--- config.mk ---
export PLATFORM = sky130hd
export DESIGN_NAME = dpl_port_ctrl
export DESIGN_NICKNAME = d
export VERILOG_FILES = /design/src/pkg/dpl_pkg.sv /design/src/rtl/dpl_sync.sv /design/src/rtl/dpl_fmt.sv /design/src/rtl/dpl_port_ctrl.sv
export SDC_FILE = /design/constraint.sdc
export NUM_CORES = 1
export LEC_CHECK = 0
export BUFFER_PORTS_ARGS = -buffer_cell sky130_fd_sc_hd__buf_2
export CAP_MARGIN = 15
export CORE_MARGIN = 2
export CORE_UTILIZATION = 42
export CTS_CLUSTER_DIAMETER = 60
export CTS_CLUSTER_SIZE = 40
export DETAILED_ROUTE_END_ITERATION = 8
export SYNTH_ARGS = -nofsm -noshare
export SYNTH_HDL_FRONTEND = slang
export SYNTH_HIERARCHICAL = 1
export SYNTH_SLANG_ARGS = --single-unit
export TNS_END_PERCENT = 5
--- constraint.sdc ---
create_clock -name clock -period 4.2 [get_ports clock]
set_input_delay 0.42 -clock clock [delete_from_list [all_inputs] [get_ports clock]]
set_output_delay 0.42 -clock clock [all_outputs]
set_load 0.02 [all_outputs]
--- src/pkg/dpl_pkg.sv ---
package dpl_pkg;

  // ==========================================================================
  // Geometry
  localparam int DPL_LANES   = 4;
  localparam int DPL_LANE_W  = 8;
  localparam int DPL_PORT_W  = 32;
  localparam int DPL_ADDR_W  = 8;
  localparam int DPL_RES_W   = 16;

  // ==========================================================================
  // Register offsets
  localparam logic [7:0] DPL_REG_CTRL     = 8'h00;
  localparam logic [7:0] DPL_REG_DRIVE    = 8'h04;
  localparam logic [7:0] DPL_REG_OUT      = 8'h08;
  localparam logic [7:0] DPL_REG_IN       = 8'h0C;
  localparam logic [7:0] DPL_REG_STATUS   = 8'h10;
  localparam logic [7:0] DPL_REG_IRQ_STAT = 8'h14;
  localparam logic [7:0] DPL_REG_IRQ_MASK = 8'h18;

  // ==========================================================================
  // Field positions
  localparam int DPL_CTRL_SRC_LSB   = 0;
  localparam int DPL_CTRL_CLK_BIT   = 2;
  localparam int DPL_STAT_LIVE_BIT  = 0;
  localparam int DPL_STAT_STICKY_BIT = 1;
  localparam int DPL_IRQ_W          = 2;
  localparam int DPL_IRQ_OVF_BIT    = 0;
  localparam int DPL_IRQ_IN_BIT     = 1;
  localparam int DPL_RES_LSB        = 0;
  localparam int DPL_RES_STB_BIT    = 16;
  localparam int DPL_ALT_STB_BIT    = 0;
  localparam int DPL_ALT_LSB        = 1;
  localparam int DPL_ALT_W          = 10;

  // ==========================================================================
  // Reset values
  localparam logic [3:0]  DPL_DRIVE_RST = 4'h0;
  localparam logic [31:0] DPL_OUT_RST   = 32'h0000_0000;
  localparam logic [1:0]  DPL_MASK_RST  = 2'h0;

  // ==========================================================================
  // Timing
  localparam int DPL_SYS_CLK_KHZ = 50000;
  localparam int DPL_INT_CLK_KHZ = 56250;
  localparam int DPL_INT_DIV     = (DPL_SYS_CLK_KHZ >= DPL_INT_CLK_KHZ) ?
                                   DPL_SYS_CLK_KHZ / DPL_INT_CLK_KHZ : 1;

  // ==========================================================================
  // Types
  typedef enum logic [1:0] {
    DPL_SRC_MANUAL = 2'b00,
    DPL_SRC_SEQ    = 2'b01,
    DPL_SRC_RES    = 2'b10,
    DPL_SRC_ALT    = 2'b11
  } dpl_src_t;

  typedef struct packed {
    logic     clk_ext;
    dpl_src_t src;
  } dpl_ctrl_t;

  typedef struct packed {
    logic        valid;
    logic [31:0] data;
  } dpl_word_t;

  typedef struct packed {
    logic                 valid;
    logic [DPL_RES_W-1:0] data;
  } dpl_res_t;

  localparam dpl_ctrl_t DPL_CTRL_RST = '{clk_ext: 1'b0, src: DPL_SRC_MANUAL};

endpackage

--- src/rtl/dpl_sync.sv ---
`timescale 1ns/1ns
module dpl_sync import dpl_pkg::*; #(
  parameter int W = 1
) (
  input  wire logic         clock,
  input  wire logic         rst_n,
  input  wire logic [W-1:0] d,
  output logic      [W-1:0] q
);

  logic [W-1:0] meta_r;
  logic [W-1:0] meta_nxt;
  logic [W-1:0] q_nxt;

  // ==========================================================================
  // Two-stage synchroniser; the first stage feeds only the second.
  always_comb begin
    meta_nxt = d;
    q_nxt    = meta_r;
  end

  always_ff @(posedge clock) begin
    if (!rst_n) begin
      meta_r <= '0;
      q      <= '0;
    end else begin
      meta_r <= meta_nxt;
      q      <= q_nxt;
    end
  end

endmodule

--- src/rtl/dpl_fmt.sv ---
`timescale 1ns/1ns
module dpl_fmt import dpl_pkg::*; (
  input  wire logic                 alt,
  input  wire logic [DPL_RES_W-1:0] res,
  input  wire logic                 stb,
  output logic      [DPL_PORT_W-1:0] word
);

  // ==========================================================================
  // The strobe toggles once per result so that equal results stay visible.
  always_comb begin
    word = '0;
    if (alt) begin
      word[DPL_ALT_LSB +: DPL_ALT_W] = res[DPL_ALT_W-1:0];
      word[DPL_ALT_STB_BIT]          = stb;
    end else begin
      word[DPL_RES_LSB +: DPL_RES_W] = res;
      word[DPL_RES_STB_BIT]          = stb;
    end
  end

endmodule

--- src/rtl/dpl_port_ctrl.sv ---
// Design decisions made here: the strobed register port and the register offsets.
`timescale 1ns/1ns
module dpl_port_ctrl import dpl_pkg::*; #(
  parameter int LANES  = DPL_LANES,
  parameter int LANE_W = DPL_LANE_W
) (
  input  wire logic                  clock,
  input  wire logic                  rst_n,
  input  wire logic [DPL_ADDR_W-1:0] reg_addr,
  input  wire logic [31:0]           reg_wdata,
  input  wire logic                  reg_wr,
  input  wire logic                  reg_rd,
  output logic      [31:0]           reg_rdata,
  input  wire dpl_word_t             seq_cmd,
  input  wire dpl_res_t              res_in,
  input  wire logic [DPL_PORT_W-1:0] port_in,
  input  wire logic                  port_ext_clk,
  output logic      [DPL_PORT_W-1:0] port_out,
  output logic      [DPL_PORT_W-1:0] port_oe,
  output logic                       irq
);

  // ==========================================================================
  // Decoding
  function automatic logic reg_hit(input logic [DPL_ADDR_W-1:0] a,
                                   input logic [7:0]            off);
    reg_hit = (a == off);
  endfunction

  // Both result formats share the holder, the strobe and the overflow logic.
  function automatic logic result_src(input dpl_src_t s);
    result_src = (s == DPL_SRC_RES) || (s == DPL_SRC_ALT);
  endfunction

  logic wr_ctrl;
  logic wr_drive;
  logic wr_out;
  logic wr_status;
  logic wr_mask;
  logic rd_irq_stat;

  always_comb begin
    wr_ctrl     = reg_wr && reg_hit(reg_addr, DPL_REG_CTRL);
    wr_drive    = reg_wr && reg_hit(reg_addr, DPL_REG_DRIVE);
    wr_out      = reg_wr && reg_hit(reg_addr, DPL_REG_OUT);
    wr_status   = reg_wr && reg_hit(reg_addr, DPL_REG_STATUS);
    wr_mask     = reg_wr && reg_hit(reg_addr, DPL_REG_IRQ_MASK);
    rd_irq_stat = reg_rd && reg_hit(reg_addr, DPL_REG_IRQ_STAT);
  end

  // ==========================================================================
  // Pin synchronisation
  // Every port pin and the clock pin pass two flops before any logic reads them.
  logic [DPL_PORT_W-1:0] in_s;
  logic                  ext_clk_s;

  dpl_sync #(
    .W (DPL_PORT_W + 1)
  ) u_sync (
    .clock (clock),
    .rst_n (rst_n),
    .d     ({port_ext_clk, port_in}),
    .q     ({ext_clk_s, in_s})
  );

  // ==========================================================================
  // Control registers
  dpl_ctrl_t             ctrl_r;
  dpl_ctrl_t             ctrl_nxt;
  logic [LANES-1:0]      drive_r;
  logic [LANES-1:0]      drive_nxt;
  logic [DPL_PORT_W-1:0] out_val_r;
  logic [DPL_PORT_W-1:0] out_val_nxt;
  logic [DPL_IRQ_W-1:0]  mask_r;
  logic [DPL_IRQ_W-1:0]  mask_nxt;

  // Writes to read-only or unmapped offsets match no strobe and are dropped.

  always_comb begin
    ctrl_nxt    = ctrl_r;
    drive_nxt   = drive_r;
    out_val_nxt = out_val_r;
    mask_nxt    = mask_r;
    if (wr_ctrl) begin
      ctrl_nxt.src     = dpl_src_t'(reg_wdata[DPL_CTRL_SRC_LSB +: 2]);
      ctrl_nxt.clk_ext = reg_wdata[DPL_CTRL_CLK_BIT];
    end
    if (wr_drive) begin
      drive_nxt = reg_wdata[LANES-1:0];
    end
    if (wr_out) begin
      out_val_nxt = reg_wdata;
    end
    if (wr_mask) begin
      mask_nxt = reg_wdata[DPL_IRQ_W-1:0];
    end
  end

  always_ff @(posedge clock) begin
    if (!rst_n) begin
      ctrl_r    <= DPL_CTRL_RST;
      drive_r   <= DPL_DRIVE_RST;
      out_val_r <= DPL_OUT_RST;
      mask_r    <= DPL_MASK_RST;
    end else begin
      ctrl_r    <= ctrl_nxt;
      drive_r   <= drive_nxt;
      out_val_r <= out_val_nxt;
      mask_r    <= mask_nxt;
    end
  end

  // ==========================================================================
  // Port tick
  // The system clock is slower than the internal port rate, so the internal
  // tick saturates at one per cycle; the port then runs at the system rate.
  // An external clock is sampled, so it must stay high and low for two system
  // cycles each; a faster external clock loses edges.
  logic [7:0] div_r;
  logic [7:0] div_nxt;
  logic       ext_prev_r;
  logic       ext_prev_nxt;
  logic       int_tick;
  logic       tick;

  always_comb begin
    int_tick     = (div_r == 8'(DPL_INT_DIV - 1));
    div_nxt      = int_tick ? 8'h00 : div_r + 8'h01;
    ext_prev_nxt = ext_clk_s;
    // An external rising edge clocks the port; any rate from 1 Hz up to a quarter of the system clock works.
    tick         = ctrl_r.clk_ext ? (ext_clk_s && !ext_prev_r) : int_tick;
  end

  always_ff @(posedge clock) begin
    if (!rst_n) begin
      div_r      <= 8'h00;
      ext_prev_r <= 1'b0;
    end else begin
      div_r      <= div_nxt;
      ext_prev_r <= ext_prev_nxt;
    end
  end

  // ==========================================================================
  // Sequencer and readout intake
  logic [DPL_PORT_W-1:0] seq_r;
  logic [DPL_PORT_W-1:0] seq_nxt;
  logic                  pend_r;
  logic                  pend_nxt;
  logic [DPL_RES_W-1:0]  pend_data_r;
  logic [DPL_RES_W-1:0]  pend_data_nxt;
  logic                  stb_r;
  logic                  stb_nxt;
  logic                  live_r;
  logic                  live_nxt;
  logic                  sticky_r;
  logic                  sticky_nxt;
  logic                  res_mode;
  logic                  send;
  logic                  ovf_ev;

  // One result is held at a time, trading depth for a short, bounded delay.
  always_comb begin
    res_mode      = result_src(ctrl_r.src);
    send          = tick && pend_r && res_mode;
    // A result that finds the holder still full is a readout too fast.
    ovf_ev        = res_mode && res_in.valid && pend_r && !send;
    seq_nxt       = seq_cmd.valid ? seq_cmd.data : seq_r;
    pend_nxt      = pend_r;
    pend_data_nxt = pend_data_r;
    stb_nxt       = send ? !stb_r : stb_r;
    if (!res_mode) begin
      pend_nxt = 1'b0;
    end else if (res_in.valid && (!pend_r || send)) begin
      pend_nxt      = 1'b1;
      pend_data_nxt = res_in.data;
    end else if (send) begin
      pend_nxt = 1'b0;
    end
    // The live flag drops once the held word has gone out.
    live_nxt   = ovf_ev || (live_r && !send && res_mode);
    // A fresh overflow wins over a clear in the same cycle.
    sticky_nxt = ovf_ev ||
                 (sticky_r && !(wr_status && reg_wdata[DPL_STAT_STICKY_BIT]));
  end

  always_ff @(posedge clock) begin
    if (!rst_n) begin
      seq_r       <= '0;
      pend_r      <= 1'b0;
      pend_data_r <= '0;
      stb_r       <= 1'b0;
      live_r      <= 1'b0;
      sticky_r    <= 1'b0;
    end else begin
      seq_r       <= seq_nxt;
      pend_r      <= pend_nxt;
      pend_data_r <= pend_data_nxt;
      stb_r       <= stb_nxt;
      live_r      <= live_nxt;
      sticky_r    <= sticky_nxt;
    end
  end

  // ==========================================================================
  // Port drive
  logic [DPL_PORT_W-1:0] res_word;
  logic [DPL_PORT_W-1:0] out_nxt;
  logic [DPL_PORT_W-1:0] oe_nxt;
  logic [DPL_PORT_W-1:0] in_cap_r;
  logic [DPL_PORT_W-1:0] in_cap_nxt;
  logic                  in_ev;

  dpl_fmt u_fmt (
    .alt  (ctrl_r.src == DPL_SRC_ALT),
    .res  (pend_data_r),
    .stb  (!stb_r),
    .word (res_word)
  );

  // In the result modes the port keeps its last word between sends.
  always_comb begin
    out_nxt = port_out;
    if (tick) begin
      unique case (ctrl_r.src)
        DPL_SRC_MANUAL: out_nxt = out_val_r;
        DPL_SRC_SEQ:    out_nxt = seq_r;
        DPL_SRC_RES:    out_nxt = send ? res_word : port_out;
        DPL_SRC_ALT:    out_nxt = send ? res_word : port_out;
      endcase
    end
    in_cap_nxt = tick ? in_s : in_cap_r;
    in_ev      = tick && (((in_s ^ in_cap_r) & ~port_oe) != '0);
  end

  // Each lane's enable covers its eight pins as one unit.
  genvar g;
  generate
    for (g = 0; g < LANES; g++) begin : g_lane
      assign oe_nxt[g*LANE_W +: LANE_W] = {LANE_W{drive_r[g]}};
    end
  endgenerate

  always_ff @(posedge clock) begin
    if (!rst_n) begin
      port_out <= '0;
      port_oe  <= '0;
      in_cap_r <= '0;
    end else begin
      port_out <= out_nxt;
      port_oe  <= oe_nxt;
      in_cap_r <= in_cap_nxt;
    end
  end

  // ==========================================================================
  // Interrupts and read data
  // Clear-on-read loses nothing: an event in the read cycle sets the bit again.
  logic [DPL_IRQ_W-1:0] ist_r;
  logic [DPL_IRQ_W-1:0] ist_nxt;
  logic [DPL_IRQ_W-1:0] ev;
  logic                 irq_nxt;
  logic [31:0]          rdata_nxt;

  always_comb begin
    ev                  = '0;
    ev[DPL_IRQ_OVF_BIT] = ovf_ev;
    ev[DPL_IRQ_IN_BIT]  = in_ev;
    ist_nxt             = (rd_irq_stat ? '0 : ist_r) | ev;
    irq_nxt             = (ist_nxt & mask_nxt) != '0;
    // Read data is zero outside the read slot, so several slaves may be ORed.
    rdata_nxt           = 32'h0000_0000;
    if (reg_rd) begin
      unique case (reg_addr)
        DPL_REG_CTRL: begin
          rdata_nxt[DPL_CTRL_SRC_LSB +: 2] = ctrl_r.src;
          rdata_nxt[DPL_CTRL_CLK_BIT]      = ctrl_r.clk_ext;
        end
        DPL_REG_DRIVE:    rdata_nxt[LANES-1:0] = drive_r;
        DPL_REG_OUT:      rdata_nxt = out_val_r;
        DPL_REG_IN:       rdata_nxt = in_cap_r;
        DPL_REG_STATUS: begin
          rdata_nxt[DPL_STAT_LIVE_BIT]   = live_r;
          rdata_nxt[DPL_STAT_STICKY_BIT] = sticky_r;
        end
        DPL_REG_IRQ_STAT: rdata_nxt[DPL_IRQ_W-1:0] = ist_r;
        DPL_REG_IRQ_MASK: rdata_nxt[DPL_IRQ_W-1:0] = mask_r;
        default:          rdata_nxt = 32'h0000_0000;
      endcase
    end
  end

  always_ff @(posedge clock) begin
    if (!rst_n) begin
      ist_r     <= '0;
      irq       <= 1'b0;
      reg_rdata <= 32'h0000_0000;
    end else begin
      ist_r     <= ist_nxt;
      irq       <= irq_nxt;
      reg_rdata <= rdata_nxt;
    end
  end

endmodule

==> metrics.md <==
| Metric | Value |
|---|---|
| Reg-to-Reg Start | div_r[0]$_SDFF_PP0_ |
| R2r setup slk | 1.58 ns |
| Total setup buffers inserted after CTS | 0 |
| Fmax | 0.381 GHz |
| Starting Density | 42.7% |
| Die H | 167 µm |
| WP data arrival | 3.06 ns |
| I/O Buffers | 223 |
| Register area share after synthesis | 48.8% |
| Area delta synth->final | 14.9% |
| CP Max Fanout | 32 |
| Setup Skew | 0.0148 ns |
| Ys Warns | 6 |
| Post-DP HPWL | 18,800 µm |
| Deepest clock path buffer count | 3 |
| Final min period | 2.62 ns |
| Detailed Route WL | 26,600 µm |
| Vias in the first global route | 7,705 |
| Mapped Cells | 1,169 |
| Unique masters post-synth | 52 |
| Primary FF master, synth | dfxtp_1 |
| Via count | 8,101 |
| Initial antenna violation count | 5 |
| EDFF count, synth | 0 |
| Post-synthesis async set-or-reset flop share | 0% |
| Pleak | 5.49 nW |
| Reg clk slew, reported paths | 0.09 ns |
| Mapped Area | 11,100 µm² |
| Final GP Congestion | 0.800 |
| Fill count | 2,495 |
| Footprint of the multi-input gates | 4970 µm² |
| # IOs | 224 |
| Mean post-synth cell area | 9.52 µm² |
| Power density cells | 393 nW/µm² |
| Seq cells post-synth | 271 |
| Drt pass-1 iters | 4 |
| # resized after CTS | 0 |
| Post-route core utilization | 49.0% |
| Final Hold Vio Count | 0 |
| CP Launch Type | register |
| # hold bufs at CTS | 0 |
| Worst-Skew Late Latency | 0.52 ns |
| # rows | 59 |
| Routed vias/inst | 4.86 |
| Total CTS buffers | 21 |
| Worst Max-Slew Pin Slew | 1.11 ns |
| DRT iter0 DRCs | 514 |
| Largest net degree at the start of global routing | 92 |
| Die area | 27,800 µm² |
| Register area | 5430 µm² |
| Critical Path Sink | port_out[5]$_SDFFE_PN0P_ |
| Die width | 167 µm |
| Reg2reg path depth | 7 |
| FF-to-FF End | port_out[5]$_SDFFE_PN0P_ |
| PnR Total Power | 0.00503 W |
| Fin area | 12,800 µm² |
| CP Launch Point | div_r[0]$_SDFF_PP0_ |
| H-tree Lvls | 1 |
| Grt total ovfl | 0 |
| DRC viols | 0 |
| Worst vdd ir | 333 µV |
| Max transition margin | 25.7% |
| Setup CP Type | reg2reg |
| Core area | 26,100 µm² |
| CTS Sinks | 271 |
| TNS Setup | 0 ns |
| Status | complete, no violations |
| Global-route wire length before repair | 42,400 µm |
| Nets@finish | 1,442 |
| # setup viols final | 0 |
| Layout cell share with drive strength beyond 1 | 22.3% |
| Crit. End Element | register |
| Final Cycle Share | 62.4% |
| MaxCap Viol Count | 0 |
| TritonCTS clock tree | yes |
| WP data required | 4.64 ns |
| Worst Hold Class | in2reg |
| Post-route ant nets | 0 |
| Global-route usage over all layers | 18.7% |
| Max-slew violation total from the final report | 0 |
| Clock root cell | clkbuf_16 |
| WL/cell | 16.0 µm |
| RSZ-0062 raised after global routing | false |
| Placed Instance Area | 12,000 µm² |
[per-layer routing]
metal	up-vias	GRT usage [%]	wire length [µm]
li1	4135	-	-
met1	3751	27.4	13100
met2	176	29.2	11700
met3	39	2.59	1220
met4	0	4.76	514
met5	-	0	0
[critical path, stage by stage (launching register included)]
cell and delay, ns:
dfxtp_1 0.36, inv_1 0.07, ha_1 0.13, or4b_4 0.48, o31a_1 0.34, a21oi_4 0.72, o211ai_1 0.22, a21boi_0 0.20
[metrics by stage]
step,setup WS (ns),cells,hold slack [ns]
2_1_floorplan,2.10,1183,0.406
5_1_grt,1.37,1665,0.0840
3_5_place_dp,1.15,1625,0.415
4_1_cts,1.55,1662,0.0762
3_3_place_gp,1.20,1625,0.411
6_report,1.58,1666,0.101
[cells in the final DEF, fill, tap and decap left out, drive strengths merged, types with 10 or more instances in the layout]
master,synthesis,routed
nand2,235,235
a22oi,29,29
nor2b,40,40
o211ai,32,32
nor4,13,13
clkbuf,43,22
and2,75,75
nor2,39,39
mux2,13,13
a21boi,113,113
buf,82,232
conb,1,15
xor2,37,37
mux2i,72,72
inv,7,18
nand3,10,10
dfxtp,271,271
[final cells by class]
class | instances | share of cell area [%]
inverters | 7 | 0.206
repair buffers | 232 | 9.28
well taps | 335 | 3.28
clock buffers | 22 | 4.22
clock inverters | 15 | 1.58
diodes | 4 | 0.0783
flip-flops and latches | 271 | 42.5
multi-input cells | 780 | 38.9
[kinds of logic (layout without fill, tap and decap cells)]
family / Yosys count / in the layout / synth area share, %
mux: 88 / 88 / 8.54
flops: 271 / 271 / 48.8
buf+inv: 132 / 276 / 7.20
compound gates: 198 / 198 / 13.3
xor+xnor: 39 / 39 / 3.07
fa+ha+maj: 2 / 2 / 0.225
other cells: 1 / 19 / 0.0337
simple gates: 438 / 438 / 18.9
[worst min-delay path by stage]
stage                                      start                            to  depth (start not counted)
CTS                                  port_in[16]  u_sync/meta_r[16]$_SDFF_PN0_                          2
finish                               port_in[16]  u_sync/meta_r[16]$_SDFF_PN0_                          2
floorplan           u_sync/meta_r[31]$_SDFF_PN0_       u_sync/q[31]$_SDFF_PN0_                          1
detailed placement  u_sync/meta_r[31]$_SDFF_PN0_       u_sync/q[31]$_SDFF_PN0_                          1
global placement    u_sync/meta_r[31]$_SDFF_PN0_       u_sync/q[31]$_SDFF_PN0_                          1
global route                         port_in[28]  u_sync/meta_r[28]$_SDFF_PN0_                          2
[sequential cells by signal, indices dropped and copies added, names as in the netlist, 2 cells and up]
signal / count
mask_r: 2
port_oe: 4
u_sync/meta_r: 33
ist_r: 2
out_val_r: 32
u_sync/q: 33
ctrl_r: 3
port_out: 32
in_cap_r: 32
drive_r: 4
pend_data_r: 16
div_r: 8
reg_rdata: 32
seq_r: 32
[synthesized netlist by cell type (all sizes together) (5+ instances only)]
master,n,area (µm²)
xor2,37,324
a21oi,9,67.6
mux2i,72,721
nand3,10,50.1
o21ai,5,25.0
and2,75,469
o211ai,32,240
clkbuf,43,161
nand2,235,882
nor4,13,103
buf,82,613
a21boi,113,848
dfxtp,271,5430
nor2b,40,250
inv,7,26.3
mux2,13,161
and2b,6,45.0
nor2,39,146
and3,5,31.3
a22oi,29,218
[report_power, final]
group          switching, W  internal (W)
registers         0.0000309       0.00263
logic              0.000113      0.000121
clock network       0.00110       0.00103
total               0.00125       0.00378
(Power assumes the default switching activity.)
